`src/stcb_pkg.sv`:
```
// shared constants and types for the serial transmit control block
// assumes a 50 MHz core clock and an AXI4-Lite register master
package stcb_pkg;

  // ----------------------------------------------------------------
  // register map
  // ----------------------------------------------------------------
  localparam logic [7:0] OFF_TSC = 8'h00;
  localparam logic [7:0] OFF_DIV = 8'h04;
  localparam logic [7:0] OFF_TXDATA = 8'h08;
  localparam logic [7:0] OFF_RXCTL = 8'h0C;
  localparam logic [7:0] OFF_IRQ_STAT = 8'h10;
  localparam logic [7:0] OFF_IRQ_EN = 8'h14;
  localparam logic [7:0] OFF_IRQ_CLR = 8'h18;

  localparam logic [7:0] TSC_RESET = 8'h02;
  localparam logic [7:0] DIV_RESET = 8'h00;
  localparam logic [1:0] RXCTL_RESET = 2'h0;
  localparam logic [1:0] IRQ_RESET = 2'h0;

  localparam int unsigned RXCTL_CONTINUOUS_RECEIVE_ENABLE_BIT = 0;
  localparam int unsigned RXCTL_ADDR_BIT = 1;
  localparam int unsigned IRQ_CHAR_DONE = 0;
  localparam int unsigned IRQ_BREAK_DONE = 1;
  localparam int unsigned TXDATA_FULL_BIT = 8;

  // ----------------------------------------------------------------
  // baud prescalers and frame lengths
  // ----------------------------------------------------------------
  localparam logic [6:0] PRE_ASYNC_LO = 7'h40;
  localparam logic [6:0] PRE_ASYNC_HI = 7'h10;
  localparam logic [6:0] PRE_SYNC_HALF = 7'h02;

  localparam int unsigned SHIFT_W = 14;
  localparam logic [3:0] FRAME_ASYNC_8 = 4'hA;
  localparam logic [3:0] FRAME_ASYNC_9 = 4'hB;
  localparam logic [3:0] FRAME_BREAK = 4'hE;
  localparam logic [3:0] FRAME_SYNC_8 = 4'h8;
  localparam logic [3:0] FRAME_SYNC_9 = 4'h9;

  localparam logic [1:0] RESP_OKAY = 2'h0;
  localparam logic [1:0] RESP_SLVERR = 2'h2;

  // ----------------------------------------------------------------
  // types
  // ----------------------------------------------------------------
  typedef struct packed {
    logic clock_source_select;
    logic nine_bit_transmit_enable;
    logic transmitter_enable;
    logic sync_mode_select;
    logic break_send_request;
    logic high_speed_baud_select;
    logic shift_register_empty;
    logic ninth_transmit_bit;
  } stcb_ctrl_t;

  typedef enum logic {
    ST_IDLE = 1'b0,
    ST_SHIFT = 1'b1
  } stcb_state_t;

  function automatic logic word_hit(input logic [7:0] addr,
                                    input logic [7:0] off);
    word_hit = (addr[7:2] == off[7:2]);
  endfunction

endpackage

```
`src/stcb_baud_gen.sv`:
```
// baud tick generator: one tick every pre * (divisor + 1) clocks
// assumes clear is pulsed when a frame starts, to align bit edges
module stcb_baud_gen (
  input wire logic core_clk_i,
  input wire logic rst_i,
  input wire logic clear_i,
  input wire logic [6:0] pre_i,
  input wire logic [7:0] divisor_i,
  output logic tick_o
);

  logic [6:0] pre_cnt_reg;
  logic [7:0] div_cnt_reg;
  wire pre_wrap = (pre_cnt_reg == (pre_i - 7'h01));
  wire div_wrap = (div_cnt_reg == divisor_i);

  assign tick_o = pre_wrap && div_wrap && !clear_i;

  always_ff @(posedge core_clk_i or posedge rst_i) begin
    if (rst_i) begin
      pre_cnt_reg <= 7'h00;
      div_cnt_reg <= 8'h00;
    end else if (clear_i || pre_wrap) begin
      pre_cnt_reg <= 7'h00;
      if (clear_i || div_wrap) begin
        div_cnt_reg <= 8'h00;
      end else begin
        div_cnt_reg <= div_cnt_reg + 8'h01;
      end
    end else begin
      pre_cnt_reg <= pre_cnt_reg + 7'h01;
    end
  end

endmodule

```
`src/stcb_top.sv`:
```
// serial transmitter with control/status, baud divisor and interrupts
// assumes an AXI4-Lite master and synchronous link pin inputs
//
// How it works
// in sync mode clock select one makes us master driving link clock
// mode bit one selects synchronous, zero asynchronous operation
// async: high speed bit picks x16, else x64; ignored in sync
// ninth transmit bit supplies the ninth data bit when nine-bit
// async low speed: rate = clock / (64 * (divisor + 1))
// async high speed: rate = clock / (16 * (divisor + 1))
// software clears continuous receive enable after any receive error
// software clears address detect enable once addressed
// nine-bit enable sends nine bits; enable gates transmission and pin
// break request sends break, self-clears; empty flag shows shifter; code sends the break in async mode only, on the next load
module stcb_top (
  input wire logic core_clk_i,
  input wire logic rst_i,
  input wire logic [7:0] s_axi_awaddr,
  input wire logic s_axi_awvalid,
  output logic s_axi_awready,
  input wire logic [31:0] s_axi_wdata,
  input wire logic [3:0] s_axi_wstrb,
  input wire logic s_axi_wvalid,
  output logic s_axi_wready,
  output logic [1:0] s_axi_bresp,
  output logic s_axi_bvalid,
  input wire logic s_axi_bready,
  input wire logic [7:0] s_axi_araddr,
  input wire logic s_axi_arvalid,
  output logic s_axi_arready,
  output logic [31:0] s_axi_rdata,
  output logic [1:0] s_axi_rresp,
  output logic s_axi_rvalid,
  input wire logic s_axi_rready,
  output logic tx_o,
  output logic tx_oe_o,
  input wire logic link_clk_i,
  output logic link_clk_o,
  output logic link_clk_oe_o,
  output logic continuous_receive_enable_o,
  output logic address_detect_enable_o,
  output logic irq_o
);

  // ----------------------------------------------------------------
  // state
  // ----------------------------------------------------------------
  stcb_pkg::stcb_ctrl_t ctrl_reg;
  stcb_pkg::stcb_state_t state_reg;
  logic [7:0] baud_divisor_reg;
  logic [7:0] tx_hold_reg;
  logic hold_full_reg;
  logic [1:0] rx_ctl_reg;
  logic [1:0] irq_stat_reg;
  logic [1:0] irq_en_reg;
  logic [stcb_pkg::SHIFT_W-1:0] transmit_shift_register;
  logic [3:0] bit_cnt_reg;
  logic is_break_reg;
  logic clk_out_reg;
  logic link_clk_prev_reg;
  logic aw_hold_reg;
  logic w_hold_reg;
  logic [7:0] aw_addr_reg;
  logic [31:0] wdata_reg;
  logic [3:0] wstrb_reg;
  logic [31:0] rdata_reg;
  logic [1:0] rresp_reg;
  logic [1:0] bresp_reg;
  logic bvalid_reg;
  logic rvalid_reg;

  // ----------------------------------------------------------------
  // bus decode
  // ----------------------------------------------------------------
  wire do_write = aw_hold_reg && w_hold_reg && !bvalid_reg;
  wire wr_lane0 = do_write && wstrb_reg[0];
  wire wr_tsc = wr_lane0 && stcb_pkg::word_hit(aw_addr_reg,
                                               stcb_pkg::OFF_TSC);
  wire wr_div = wr_lane0 && stcb_pkg::word_hit(aw_addr_reg,
                                               stcb_pkg::OFF_DIV);
  wire wr_data = wr_lane0 && stcb_pkg::word_hit(aw_addr_reg,
                                                stcb_pkg::OFF_TXDATA);
  wire wr_rxctl = wr_lane0 && stcb_pkg::word_hit(aw_addr_reg,
                                                 stcb_pkg::OFF_RXCTL);
  wire wr_irq_en = wr_lane0 && stcb_pkg::word_hit(aw_addr_reg,
                                                  stcb_pkg::OFF_IRQ_EN);
  wire wr_irq_clr = wr_lane0 && stcb_pkg::word_hit(aw_addr_reg,
                                                   stcb_pkg::OFF_IRQ_CLR);
  wire wr_known = stcb_pkg::word_hit(aw_addr_reg, stcb_pkg::OFF_TSC)
    || stcb_pkg::word_hit(aw_addr_reg, stcb_pkg::OFF_DIV)
    || stcb_pkg::word_hit(aw_addr_reg, stcb_pkg::OFF_TXDATA)
    || stcb_pkg::word_hit(aw_addr_reg, stcb_pkg::OFF_RXCTL)
    || stcb_pkg::word_hit(aw_addr_reg, stcb_pkg::OFF_IRQ_EN)
    || stcb_pkg::word_hit(aw_addr_reg, stcb_pkg::OFF_IRQ_CLR);
  wire rd_take = s_axi_arvalid && !rvalid_reg;

  // ----------------------------------------------------------------
  // transmit control
  // ----------------------------------------------------------------
  wire sync_mode = ctrl_reg.sync_mode_select;
  wire busy = (state_reg == stcb_pkg::ST_SHIFT);
  wire shifter_empty = !busy;
  wire [6:0] pre_sel = sync_mode ? stcb_pkg::PRE_SYNC_HALF :
    (ctrl_reg.high_speed_baud_select ? stcb_pkg::PRE_ASYNC_HI :
     stcb_pkg::PRE_ASYNC_LO);
  wire load = !busy && hold_full_reg && ctrl_reg.transmitter_enable;
  wire load_break = !sync_mode && ctrl_reg.break_send_request;
  wire baud_tick;
  wire sync_master = sync_mode && ctrl_reg.clock_source_select;
  wire link_fall = link_clk_prev_reg && !link_clk_i;
  wire step = sync_mode
    ? (sync_master ? (baud_tick && clk_out_reg) : link_fall)
    : baud_tick;
  wire last_step = busy && step && (bit_cnt_reg == 4'h1);
  wire char_done = last_step && !is_break_reg;
  wire break_done = last_step && is_break_reg;
  wire [1:0] irq_events = {break_done, char_done};
  wire abort = busy && !ctrl_reg.transmitter_enable;

  wire [stcb_pkg::SHIFT_W-1:0] frame_async =
    ctrl_reg.nine_bit_transmit_enable
    ? {4'hF, ctrl_reg.ninth_transmit_bit, tx_hold_reg, 1'b0}
    : {5'h1F, tx_hold_reg, 1'b0};
  wire [stcb_pkg::SHIFT_W-1:0] frame_sync =
    ctrl_reg.nine_bit_transmit_enable
    ? {5'h1F, ctrl_reg.ninth_transmit_bit, tx_hold_reg}
    : {6'h3F, tx_hold_reg};
  wire [stcb_pkg::SHIFT_W-1:0] frame_break = 14'h2000;
  wire [stcb_pkg::SHIFT_W-1:0] frame_sel = sync_mode ? frame_sync
    : (load_break ? frame_break : frame_async);
  wire [3:0] len_sel = sync_mode
    ? (ctrl_reg.nine_bit_transmit_enable ? stcb_pkg::FRAME_SYNC_9
       : stcb_pkg::FRAME_SYNC_8)
    : (load_break ? stcb_pkg::FRAME_BREAK
       : (ctrl_reg.nine_bit_transmit_enable ? stcb_pkg::FRAME_ASYNC_9
          : stcb_pkg::FRAME_ASYNC_8));

  stcb_baud_gen u_baud (
    .core_clk_i(core_clk_i),
    .rst_i(rst_i),
    .clear_i(load),
    .pre_i(pre_sel),
    .divisor_i(baud_divisor_reg),
    .tick_o(baud_tick)
  );

  // ----------------------------------------------------------------
  // register read data
  // ----------------------------------------------------------------
  wire [7:0] tsc_view = {ctrl_reg[7:2], shifter_empty,
                         ctrl_reg.ninth_transmit_bit};
  wire [31:0] rd_mux =
    stcb_pkg::word_hit(s_axi_araddr, stcb_pkg::OFF_TSC) ? {24'h0, tsc_view}
    : stcb_pkg::word_hit(s_axi_araddr, stcb_pkg::OFF_DIV)
      ? {24'h0, baud_divisor_reg}
    : stcb_pkg::word_hit(s_axi_araddr, stcb_pkg::OFF_TXDATA)
      ? {23'h0, hold_full_reg, tx_hold_reg}
    : stcb_pkg::word_hit(s_axi_araddr, stcb_pkg::OFF_RXCTL)
      ? {30'h0, rx_ctl_reg}
    : stcb_pkg::word_hit(s_axi_araddr, stcb_pkg::OFF_IRQ_STAT)
      ? {30'h0, irq_stat_reg}
    : stcb_pkg::word_hit(s_axi_araddr, stcb_pkg::OFF_IRQ_EN)
      ? {30'h0, irq_en_reg}
    : 32'h0000_0000;
  wire rd_known = stcb_pkg::word_hit(s_axi_araddr, stcb_pkg::OFF_TSC)
    || stcb_pkg::word_hit(s_axi_araddr, stcb_pkg::OFF_DIV)
    || stcb_pkg::word_hit(s_axi_araddr, stcb_pkg::OFF_TXDATA)
    || stcb_pkg::word_hit(s_axi_araddr, stcb_pkg::OFF_RXCTL)
    || stcb_pkg::word_hit(s_axi_araddr, stcb_pkg::OFF_IRQ_STAT)
    || stcb_pkg::word_hit(s_axi_araddr, stcb_pkg::OFF_IRQ_EN);

  // ----------------------------------------------------------------
  // outputs
  // ----------------------------------------------------------------
  assign s_axi_awready = !aw_hold_reg && !bvalid_reg;
  assign s_axi_wready = !w_hold_reg && !bvalid_reg;
  assign s_axi_bvalid = bvalid_reg;
  assign s_axi_bresp = bresp_reg;
  assign s_axi_arready = !rvalid_reg;
  assign s_axi_rvalid = rvalid_reg;
  assign s_axi_rdata = rdata_reg;
  assign s_axi_rresp = rresp_reg;
  assign tx_o = busy ? transmit_shift_register[0] : 1'b1;
  assign tx_oe_o = ctrl_reg.transmitter_enable;
  assign link_clk_o = clk_out_reg;
  assign link_clk_oe_o = sync_master && ctrl_reg.transmitter_enable;
  assign continuous_receive_enable_o = rx_ctl_reg[stcb_pkg::RXCTL_CONTINUOUS_RECEIVE_ENABLE_BIT];
  assign address_detect_enable_o = rx_ctl_reg[stcb_pkg::RXCTL_ADDR_BIT];
  assign irq_o = |(irq_stat_reg & irq_en_reg);

  // ----------------------------------------------------------------
  // bus slave
  // ----------------------------------------------------------------
  always_ff @(posedge core_clk_i or posedge rst_i) begin
    if (rst_i) begin
      aw_hold_reg <= 1'b0;
      w_hold_reg <= 1'b0;
      aw_addr_reg <= 8'h00;
      wdata_reg <= 32'h0000_0000;
      wstrb_reg <= 4'h0;
      bvalid_reg <= 1'b0;
      bresp_reg <= stcb_pkg::RESP_OKAY;
      rvalid_reg <= 1'b0;
      rdata_reg <= 32'h0000_0000;
      rresp_reg <= stcb_pkg::RESP_OKAY;
    end else begin
      if (s_axi_awvalid && s_axi_awready) begin
        aw_hold_reg <= 1'b1;
        aw_addr_reg <= s_axi_awaddr;
      end
      if (s_axi_wvalid && s_axi_wready) begin
        w_hold_reg <= 1'b1;
        wdata_reg <= s_axi_wdata;
        wstrb_reg <= s_axi_wstrb;
      end
      if (do_write) begin
        aw_hold_reg <= 1'b0;
        w_hold_reg <= 1'b0;
        bvalid_reg <= 1'b1;
        bresp_reg <= wr_known ? stcb_pkg::RESP_OKAY : stcb_pkg::RESP_SLVERR;
      end else if (s_axi_bready) begin
        bvalid_reg <= 1'b0;
      end
      if (rd_take) begin
        rvalid_reg <= 1'b1;
        rdata_reg <= rd_mux;
        rresp_reg <= rd_known ? stcb_pkg::RESP_OKAY : stcb_pkg::RESP_SLVERR;
      end else if (s_axi_rready) begin
        rvalid_reg <= 1'b0;
      end
    end
  end

  // ----------------------------------------------------------------
  // registers
  // ----------------------------------------------------------------
  always_ff @(posedge core_clk_i or posedge rst_i) begin
    if (rst_i) begin
      ctrl_reg <= stcb_pkg::TSC_RESET;
      baud_divisor_reg <= stcb_pkg::DIV_RESET;
      tx_hold_reg <= 8'h00;
      hold_full_reg <= 1'b0;
      rx_ctl_reg <= stcb_pkg::RXCTL_RESET;
      irq_en_reg <= stcb_pkg::IRQ_RESET;
      irq_stat_reg <= stcb_pkg::IRQ_RESET;
    end else begin
      if (wr_tsc) begin
        ctrl_reg <= wdata_reg[7:0];
      end else if (break_done) begin
        ctrl_reg.break_send_request <= 1'b0;
      end
      if (wr_div) begin
        baud_divisor_reg <= wdata_reg[7:0];
      end
      if (wr_data && !hold_full_reg) begin
        tx_hold_reg <= wdata_reg[7:0];
      end
      hold_full_reg <= (wr_data || hold_full_reg) && !load;
      if (wr_rxctl) begin
        rx_ctl_reg <= wdata_reg[1:0];
      end
      if (wr_irq_en) begin
        irq_en_reg <= wdata_reg[1:0];
      end
      irq_stat_reg <= (irq_stat_reg
        & ~(wr_irq_clr ? wdata_reg[1:0] : 2'h0)) | irq_events;
    end
  end

  // ----------------------------------------------------------------
  // shifter
  // ----------------------------------------------------------------
  always_ff @(posedge core_clk_i or posedge rst_i) begin
    if (rst_i) begin
      state_reg <= stcb_pkg::ST_IDLE;
      transmit_shift_register <= 14'h3FFF;
      bit_cnt_reg <= 4'h0;
      is_break_reg <= 1'b0;
      clk_out_reg <= 1'b0;
      link_clk_prev_reg <= 1'b0;
    end else begin
      link_clk_prev_reg <= link_clk_i;
      unique case (state_reg)
        stcb_pkg::ST_IDLE: begin
          clk_out_reg <= 1'b0;
          if (load) begin
            state_reg <= stcb_pkg::ST_SHIFT;
            transmit_shift_register <= frame_sel;
            bit_cnt_reg <= len_sel;
            is_break_reg <= load_break;
          end
        end
        stcb_pkg::ST_SHIFT: begin
          if (abort || last_step) begin
            state_reg <= stcb_pkg::ST_IDLE;
            clk_out_reg <= 1'b0;
          end else if (step) begin
            transmit_shift_register <= {1'b1,
              transmit_shift_register[stcb_pkg::SHIFT_W-1:1]};
            bit_cnt_reg <= bit_cnt_reg - 4'h1;
            clk_out_reg <= 1'b0;
          end else if (sync_master && baud_tick) begin
            clk_out_reg <= 1'b1;
          end
        end
      endcase
    end
  end

  // ----------------------------------------------------------------
  // checks
  // ----------------------------------------------------------------
  logic [15:0] gap_cnt_reg;
  logic gap_ok_reg;
  always_ff @(posedge core_clk_i or posedge rst_i) begin
    if (rst_i) begin
      gap_cnt_reg <= 16'h0001;
      gap_ok_reg <= 1'b0;
    end else if (load || wr_div || wr_tsc) begin
      gap_cnt_reg <= 16'h0001;
      gap_ok_reg <= 1'b0;
    end else if (baud_tick) begin
      gap_cnt_reg <= 16'h0001;
      gap_ok_reg <= 1'b1;
    end else begin
      gap_cnt_reg <= gap_cnt_reg + 16'h0001;
    end
  end
endmodule

```
`config.mk`:
```
export PLATFORM = sky130hd
export DESIGN_NAME = stcb_top
export DESIGN_NICKNAME = d
export VERILOG_FILES = /design/src/stcb_pkg.sv /design/src/stcb_baud_gen.sv /design/src/stcb_top.sv
export SDC_FILE = /design/constraint.sdc
export NUM_CORES = 1
export LEC_CHECK = 0
export BUFFER_PORTS_ARGS = -buffer_cell sky130_fd_sc_hd__buf_2
export CORE_MARGIN = 2
export CORE_UTILIZATION = 52
export DETAILED_ROUTE_END_ITERATION = 10
export PLACE_DENSITY = 0.76
export SLEW_MARGIN = 30
export SYNTH_ARGS = -nofsm -noshare
export SYNTH_HDL_FRONTEND = slang
export SYNTH_HIERARCHICAL = 1
export SYNTH_SLANG_ARGS = --single-unit
export TNS_END_PERCENT = 100
```
`constraint.sdc`:
```
create_clock -name core_clk_i -period 11.35 [get_ports core_clk_i]
set_input_delay 0 -clock core_clk_i [delete_from_list [all_inputs] [get_ports core_clk_i]]
set_output_delay 0 -clock core_clk_i [all_outputs]
set_load 0.05 [all_outputs]
```
=== Yosys cells after proc, flatten, opt, wreduce, memory -nomap -nowiden ===
Index checks and enable logic that the tools add are counted.

* Register bits: 124
* Logic and storage cells: 172

* Add/sub/neg operators: 4
* Equal/unequal tests: 17
* Multiplexer cells: 49
* Bitwise logic cells: 5
* Reduce and logical (&&, ||, !) cells: 66

{| class="wikitable"
|+ Operators with widths
! kind !! count
|-
| $mux 14 || 3
|-
| $mux 9 || 4
|-
| $logic_and 1x1->1 || 31
|-
| $pmux 14 s2 || 1
|-
| $mux 13 || 2
|-
| $eq 6x2->1 const B || 4
|-
| $eq 6x3->1 const B || 4
|-
| $mux 7 || 3
|-
| $mux 1 || 20
|-
| $logic_or 1x1->1 || 14
|-
| $eq 6x1->1 const B || 2
|-
| $logic_not 6->1 || 2
|-
| $mux 2 || 6
|-
| $mux 4 || 3
|-
| $logic_not 1->1 || 11
|-
| $mux 10 || 1
|-
| $reduce_bool 2->1 || 5
|-
| $add 8x1->8 const B || 1
|-
| $eq 8x8->1 || 1
|-
| $mux 8 || 1
|-
| $pmux 4 s2 || 1
|-
| $add 7x1->7 const B || 1
|-
| $eq 7x7->1 || 1
|-
| $sub 7x1->7 const B || 1
|-
| 14 further kinds || 18
|}

=== Logic depth before layout (Yosys ltp) ===
Gate-level depths: netlist of the first run.

* Word-level depth: 14
* Mapped depth: 12

=== Cells and area by module ===
The synthesis of the first run kept the hierarchy.

{| class="wikitable"
|+ Modules (own cells, without submodules)
! module !! times used !! cells an instance !! area each (um^2) !! seq. area each (um^2)
|-
| stcb_top || 1 || 353 || 4015.1 || 2043.2
|-
| stcb_baud_gen || 1 || 141 || 1221.2 || 375.4
|}

=== Worst setup path before layout of the first run ===
OpenSTA, ideal clock, no wires.

* Kind: register to register
* Start point: register ctrl_reg, in the netlist sync_mode
* End point: register transmit_shift_register[2] in the netlist's numbering
* Library setup time: 0.082 ns
* Arrival: 3.650 ns
* Required time: 11.268 ns
* Path slack: 7.618 ns
* Stages on the path, launching flop included: 13
* Buffers on the path: 3
* Period minus slack after synthesis: 3.732 ns
* Cells stage by stage: dfrtp_1 -> clkbuf_1 -> clkbuf_1 -> nor2b_1 -> or3_4 -> o31a_1 -> nor4_1 -> nor2_1 -> nor4_1 -> a211oi_1 -> a211oi_2 -> buf_6 -> mux2_2

* Word-level cells in the longest chain between the ends: 13

{| class="wikitable"
|+ RTL lines
! element !! RTL line !! RTL
|-
| start: declaration || stcb_top.sv:48 || <nowiki>stcb_pkg::stcb_ctrl_t ctrl_reg;</nowiki>
|-
| start signal: assignment || stcb_top.sv:239 || <nowiki>ctrl_reg <= stcb_pkg::TSC_RESET;</nowiki>
|-
| start signal: assignment || stcb_top.sv:248 || <nowiki>ctrl_reg <= wdata_reg[7:0];</nowiki>
|-
| $mux 7 * || stcb_top.sv:103 || <nowiki>wire [6:0] pre_sel = sync_mode ? stcb_pkg::PRE_SYNC_HALF :</nowiki>
|-
| via pre_sel[4] || stcb_top.sv:103 ||
|-
| $sub 7x1->7 * || stcb_baud_gen.sv:14 || <nowiki>wire pre_wrap = (pre_cnt_reg == (pre_i - 7'h01));</nowiki>
|-
| $eq 7x7->1 * || stcb_baud_gen.sv:14 ||
|-
| $logic_and 1x1->1 * (2 in series) || stcb_baud_gen.sv:17 || <nowiki>assign tick_o = pre_wrap && div_wrap && !clear_i;</nowiki>
|-
| via baud_tick || stcb_top.sv:108 || <nowiki>wire baud_tick;</nowiki>
|-
| $logic_and 1x1->1 || stcb_top.sv:112 || <nowiki>? (sync_master ? (baud_tick && clk_out_reg) : link_fall)</nowiki>
|-
| $mux 1 || stcb_top.sv:112 ||
|-
| $mux 1 * || stcb_top.sv:112 ||
|-
| $logic_and 1x1->1 (2 in series) || stcb_top.sv:114 || <nowiki>wire last_step = busy && step && (bit_cnt_reg == 4'h1);</nowiki>
|-
| $logic_or 1x1->1 || stcb_top.sv:294 || <nowiki>if (abort || last_step) begin</nowiki>
|-
| $ne 2x2->1 (no line) || n/a ||
|-
| $reduce_and 3->1 (no line) * || n/a ||
|-
| end signal: assignment || stcb_top.sv:288 || <nowiki>transmit_shift_register <= frame_sel;</nowiki>
|-
| end signal: assignment || stcb_top.sv:298 || <nowiki>transmit_shift_register <= {1'b1,</nowiki>
|-
| end: declaration || stcb_top.sv:56 || <nowiki>logic [stcb_pkg::SHIFT_W-1:0] transmit_shift_register;</nowiki>
|}

The timed path passes the listed nets; every way through them passes the cells marked *. The select of a mux whose other input is x is not followed.
A chain may end at the register's enable or synchronous reset.

=== Worst setup path after layout of the first run ===
* Start point: register ctrl_reg, in the netlist sync_mode
* End point: register transmit_shift_register[9] in the netlist's numbering

Same word-level chain as after synthesis.

==> results.yml, run 1 <==
global_routing:
  grt_max_degree: 82
  grt_pass1_vias: 3870
  grt_pass1_wl_um: 18300
  grt_usage_pct: 20.7
  antenna_found_initial: 0
  grt-ovfl-total: 0
floorplan:
  start_util_pct: 53.6
  io_pins: 108
  fp.coreArea_mm2: 0.00977
  die-area_mm2: 0.0109
  core.rowCount: 36
  die_y_um: 104
  die_w_um: 104
worst_setup_path:
  slowest_stage: "dfrtp_1"
  max_stage_delay_ps: 860
  cpMostUsedCell: "nor4_1"
  crit_path_end_kind: "flip-flop"
  crit_type: "flip-flop to flip-flop"
  cp.arrival_ps: 4800
  startpoint_type: "flip-flop"
  path_max_fanout: 25
  required_ps: 11650
  crit_chain: "nor2b_1 -> or3_4 -> o31a_1 -> nor4_1 -> nor2_1 -> nor4_1 -> a211oi_1 -> a211oi_4 -> mux2_2"
placement:
  io_buffers: 51
  dp_slack_ps: 6840
  hpwlAfterDp_um: 7800
  gp_congestion: 0.846
  dp_cells: 674
final_layout:
  multiInputGateArea_mm2: 0.00262
  nFillCells: 850
  top_register: "transmit_shift_register"
  largest_reg_flops: 13
  nets: 638
  layout-drive-gt1-share_pct: 24.9
  seq_area_mm2: 0.00242
  fin_util_pct: 60.9
  area_growth_pct: 13.7
  layout.cells.non_filler: 711
  n_antenna_cell: 0
logic_synthesis:
  ys_seq_elements: 96
  synthesis.area_mm2: 0.00524
  synthTopCellsByArea: "dfrtp_1, mux2_2, dfstp_2"
  synth_top_area_share_pct: 39.7
  synth_edf_count: 0
  synth.avg_cell_area_um2: 10.6
  synth-async-reset-ratio_pct: 100
  syn_inst: 494
  ys_seq_area_share_pct: 46.2
  synthFlopType: "dfrtp_1"
  ys_types: 66
  yosys_warnings: 6
  yosysTopAreaCell: "dfrtp_1"
drt:
  num_vias: 3927
  drt_wl_total_um: 10900
  drtPass1Iterations: 4
  wl_per_cell_um: 15.3
  via_per_inst: 5.52
  drtIter0Drc: 169
  ant_nets: 0
  drc: 0
flow_run:
  drv_cap: 0
power_and_ir_drop:
  pwr_density_cell_mw_per_mm2: 207
  peakVddDrop_mv: 0.159
  leakagePower_nw: 2.72
clock_tree:
  cts_buffer_depth: 2
  cts.sinks: 96
  cts.reportedPaths.clkPinSlew_ps: 100
  htree_levels: 3
  cts_setup_buffers: 0
  clock_latency_ps: 370
  cts_root_buf: "clkbuf_8"
  numCtsBuffers: 9
  ctsResizeCount: 0
  tritoncts: "done"
sta:
  tns_ps: 0
  hold_viol_final: 0
  tightest_slew_ps: 852
  fmax_mhz: 222
  relSlewSlack_pct: 43.1
  fin_crit_sh_pct: 39.7
  drv_slew: 0
  rsz0062_at_grt: "false"
  worst_slack_ps: 6850
  hold_ws_ps: 35.6
  period_minus_slack_ps: 4500
  clock_skew_ps: 21.0
  setup_viol: 0
hold_path:
  hold_path.class: "input pin to flip-flop"
run_status:
  run_status: "completed"
-- worst paths after layout --
path,startpoint,to,slack (ps),depth (start not counted)
worst max register to register,sync_mode,transmit_shift_register[9],6850,9
max in group asynchronous,rst_i,s_axi_rdata[0],10500,4
min in group asynchronous,rst_i,u_baud/pre_cnt_reg[0],260,3
worst min-delay path,s_axi_araddr[6],s_axi_rresp[1],40,4
worst min register to register,transmit_shift_register[12],transmit_shift_register[12],490,2
worst max-delay path,sync_mode,transmit_shift_register[9],6850,9
-- cell usage in the layout, fill, tap and decap left out, drive strengths merged, types with 5 or more instances in the layout --
cell type    Yosys  final
a21oi           11     11
conb             1     40
nor2b           13     13
ha               5      5
nand3           17     17
nor3b            5      5
a22oi            9      9
nand2           40     40
xnor2           10     10
nor3            17     17
dlygate4sd3      0     21
dfrtp           83     83
buf             32     52
clkbuf          12      9
nor2            19     19
o211ai           6      6
nand4            5      5
nor4             7      7
inv             19     24
dfstp           13     13
xor2            12     12
o21ai           24     24
mux2            53     53
nand2b          10     10
mux2i           11     11
a22o            11     11
-- cell families (layout without fill, tap and decap cells) --
logic type                 after synthesis  after routing  synth area share [%]
muxes                                   64             64                  13.5
adders and majority gates                5              5                  1.19
xor gates and xnor gates                22             22                  3.68
AOI/OAI and AO/OA                       89             89                  12.2
DFF                                     96             96                  46.2
buffers and inverters                   63            108                  6.81
and+or+nand+nor                        154            154                  16.3
other                                    1             40                0.0716
-- power breakdown --
part | internal, W | switching [W]
clock network | 0.0000878 | 0.000134
logic | 0.000189 | 0.000253
registers | 0.000438 | 0.000128
total | 0.000715 | 0.000515
-- cell type report --
cell class | count | area share [%]
multi-input combinational | 374 | 44.0
clock inverter | 7 | 1.24
sequential | 96 | 40.6
inverter | 19 | 1.22
timing repair buffer | 73 | 8.01
tap | 133 | 2.80
clock buffer | 9 | 2.08
-- worst max-delay path, delay by kind of cell, from the launching register on --
family / cells / cell delay (ps)
compound gates: 3 / 1250
flops: 1 / 860
mux: 1 / 420
simple gates: 5 / 1920
-- routing by layer --
layer	vias up	global-route usage (%)	part of all wire (%)
li1	1872	-	-
met1	1949	25.9	44
met2	95	36.1	51
met3	11	4.14	3.9
met4	0	5.98	1.4
met5	-	0	0
-- Yosys cell counts (all sizes together) (3+ instances only) --
cell type  instances
a211oi             3
a21o               3
a21oi             11
a22o              11
a22oi              9
and2               3
and3               3
buf               32
clkbuf            12
dfrtp             83
dfstp             13
ha                 5
inv               19
mux2              53
mux2i             11
nand2             40
nand2b            10
nand3             17
nand3b             3
nand4              5
nor2              19
nor2b             13
nor3              17
nor3b              5
nor4               7
o211ai             6
o21ai             24
or3                3
xnor2             10
xor2              12
-- what timing repair did --
action | 4_1_cts | 5_1_grt
hold buffers | 21 | 0
setup endpoints to repair | 0 | 0
endpoints found under the hold margin | 103 | 0
-- metrics by stage --
stage                     total power, W  area (µm²)
final                            0.00123        5950
after global routing             0.00131        5950
after CTS                        0.00123        5940
after global placement          0.000978        5530
after detailed placement         0.00100        5540
after floorplan                 0.000900        5380
Power figures use the tool's default switching activity.
==> run 2: changes to the inputs <==
--- a/config.mk
+++ b/config.mk
@@ -7,9 +7,9 @@
 export LEC_CHECK = 0
 export BUFFER_PORTS_ARGS = -buffer_cell sky130_fd_sc_hd__buf_2
 export CORE_MARGIN = 2
-export CORE_UTILIZATION = 52
+export CORE_UTILIZATION = 50
 export DETAILED_ROUTE_END_ITERATION = 10
-export PLACE_DENSITY = 0.76
+export PLACE_DENSITY = 0.77
 export SLEW_MARGIN = 30
 export SYNTH_ARGS = -nofsm -noshare
 export SYNTH_HDL_FRONTEND = slang
==> constraint.sdc (replaced) <==
create_clock -name core_clk_i -period 3.8 [get_ports core_clk_i]
set_input_delay 0 -clock core_clk_i [delete_from_list [all_inputs] [get_ports core_clk_i]]
set_output_delay 0 -clock core_clk_i [all_outputs]
set_load 0.05 [all_outputs]
==> run 2 against run 1 <==
Against the previous run: combinational power grew to 3.1 times the previous value; hold slack improved by 7.4 ps; critical endpoint is now transmit_shift_register[0]; sequential power increased to 2.9 times the previous value; global-route usage grew 0.53 points; highest routed layer unchanged; register-to-register slack lost 6500 ps; routed wire length increased by 3.1%; via count rose by 0.99%; flip-flop and latch count stayed put; clock power increased to 3.0 times the previous value; design area grew 0.29%; clock skew fell by 7.9 ps; power rose to 3.0 times the previous value.
==> results.yml, run 2 (synthesized netlist as in run 1, its figures left out) <==
placement:
  io_buffers: 51
  dp_slack_ps: 303
  gp_congestion: 0.833
  hpwlAfterDp_um: 8060
worst_setup_path:
  crit_chain: "nor2b_1 -> or3_4 -> o31a_1 -> nor4_1 -> nor2_1 -> nor4_1 -> buf_4 -> a21o_1 -> a211oi_2 -> buf_4 -> mux2_1"
  endpoint: "transmit_shift_register[0]"
  critPathTopFamily: "simple AND/OR/NAND/NOR gates"
  cp.arrival_ps: 3760
  cp-startpoint: "ctrl_reg[2]"
  crit_path_end_kind: "flip-flop"
  slowest_stage: "nor4_1"
  r2r_start: "ctrl_reg[2]"
  critPathBufInv: 2
  startpoint_type: "flip-flop"
  r2r_setup_slack_ps: 330
  path_depth: 11
  required_ps: 4090
  timing.rr.end: "transmit_shift_register[0]"
  crit_type: "flip-flop to flip-flop"
  rr_worst_depth: 11
  path_max_fanout: 14
  max_stage_delay_ps: 450
floorplan:
  core.rowCount: 37
  die_y_um: 106
  io_pins: 108
  fp.coreArea_mm2: 0.0102
  die_w_um: 106
  die-area_mm2: 0.0113
  start_util_pct: 51.2
sta:
  relSlewSlack_pct: 31.4
  drv_slew: 0
  tns_ps: 0
  tightest_slew_ps: 1020
  rsz0062_at_grt: "false"
  fin_crit_sh_pct: 91.3
  clock_skew_ps: 13.1
  worst_slack_ps: 331
  hold_viol_final: 0
  fmax_mhz: 288
  setup_viol: 0
  period_minus_slack_ps: 3470
flow_run:
  drv_cap: 0
final_layout:
  n_antenna_cell: 0
  layout-drive-gt1-share_pct: 25.3
  largest_reg_flops: 13
  top_register: "transmit_shift_register"
  layout_commonest_cell: "dfrtp_1"
  final_cell_mix: "dfrtp_1, buf_2, mux2_2"
  area_growth_pct: 14.0
  nets: 642
drt:
  drtPass1Iterations: 5
  wl_per_cell_um: 15.6
  drt_wl_total_um: 11200
  drc: 0
  ant_nets: 0
  num_vias: 3966
  drtIter0Drc: 241
  via_per_inst: 5.52
global_routing:
  grt-ovfl-total: 0
  grt_max_degree: 64
  grt_pass1_vias: 4045
  grt_usage_pct: 21.2
  antenna_found_initial: 0
  grt_pass1_wl_um: 19200
power_and_ir_drop:
  combPwrFrac_pct: 36.7
  switching_share_pct: 40.2
  seq_power_share_pct: 45.1
  finalPower_w: 0.00369
  peakVddDrop_mv: 0.501
  p_sw_w: 0.00148
  pwr_density_cell_mw_per_mm2: 617
  p_clk_share_pct: 18.2
  leakagePower_nw: 2.74
  power.internal_w: 0.00220
run_status:
  run_status: "completed"
clock_tree:
  cts_buffer_depth: 2
  cts.sinks: 96
  numCtsBuffers: 9
  cts_root_buf: "clkbuf_8"
  ctsResizeCount: 0
  cts.reportedPaths.clkPinSlew_ps: 100
  tritoncts: "done"
  clock_latency_ps: 360
  htree_levels: 3
hold_path:
  hold_path.class: "input pin to flip-flop"
## run 2: worst min path at each step
stage | slack [ps] | cells after the start | endpoint | startpoint
2_1_floorplan | -100 | 1 | u_baud/div_cnt_reg[0] | rst_i
5_1_grt | 40 | 3 | aw_hold_reg | s_axi_awvalid
3_5_place_dp | 120 | 2 | link_clk_o | rst_i
4_1_cts | 40 | 4 | s_axi_rresp[1] | s_axi_araddr[6]
3_3_place_gp | 120 | 2 | u_baud/pre_cnt_reg[2] | rst_i
6_report | 40 | 3 | aw_hold_reg | s_axi_awvalid
## run 2: repair_timing
item | CTS | global route
hold buffers | 20 | 0
buffers inserted | 0 | 0
hold endpoints to repair | 83 | 0
## run 2: final cells by class
type | count | area (µm²)
fillers | 877 | 4260
multi-input cells | 374 | 2610
flip-flops and latches | 96 | 2420
repair buffers | 77 | 500
well taps | 136 | 170
clock buffers | 11 | 141
inverters | 19 | 76.3
clock inverters | 5 | 56.3
## run 2: power by group through the flow
| stage | clock [W] | sequential [W] | combinational [W] |
|---|---|---|---|
| 5_1_grt | 0.000730 | 0.00171 | 0.00149 |
| 4_1_cts | 0.000685 | 0.00166 | 0.00135 |
| 6_report | 0.000672 | 0.00166 | 0.00135 |
| 2_1_floorplan | 0 | 0.00166 | 0.00103 |
| 3_5_place_dp | 0 | 0.00168 | 0.00133 |
| 3_3_place_gp | 0 | 0.00166 | 0.00127 |
## run 2: per-stage QoR
stage          std cells  hold slack (ps)  utilization (%)  instance area [µm²]
5_1_grt              718             39.2             58.4                 5970
2_1_floorplan        533            -98.5                -                 5380
4_1_cts              718             37.0             58.4                 5970
3_3_place_gp         682              121             54.4                 5570
3_5_place_dp         682              119             54.5                 5570
6_report             718             42.9             58.4                 5970
## run 2: metal layers
layer	global-route usage (%)	share of wire, %
met5	0	0
met4	6.67	1.8
met3	4.11	4.1
met2	36.8	52
met1	26.7	42
## run 2: worst reg2reg max path: stages, from the launching register on
cell and delay (ps):
dfrtp_1 410, nor2b_1 180, or3_4 340, o31a_1 290, nor4_1 450, nor2_1 220
nor4_1 400, buf_4 190, a21o_1 270, a211oi_2 110, buf_4 220, mux2_1 330
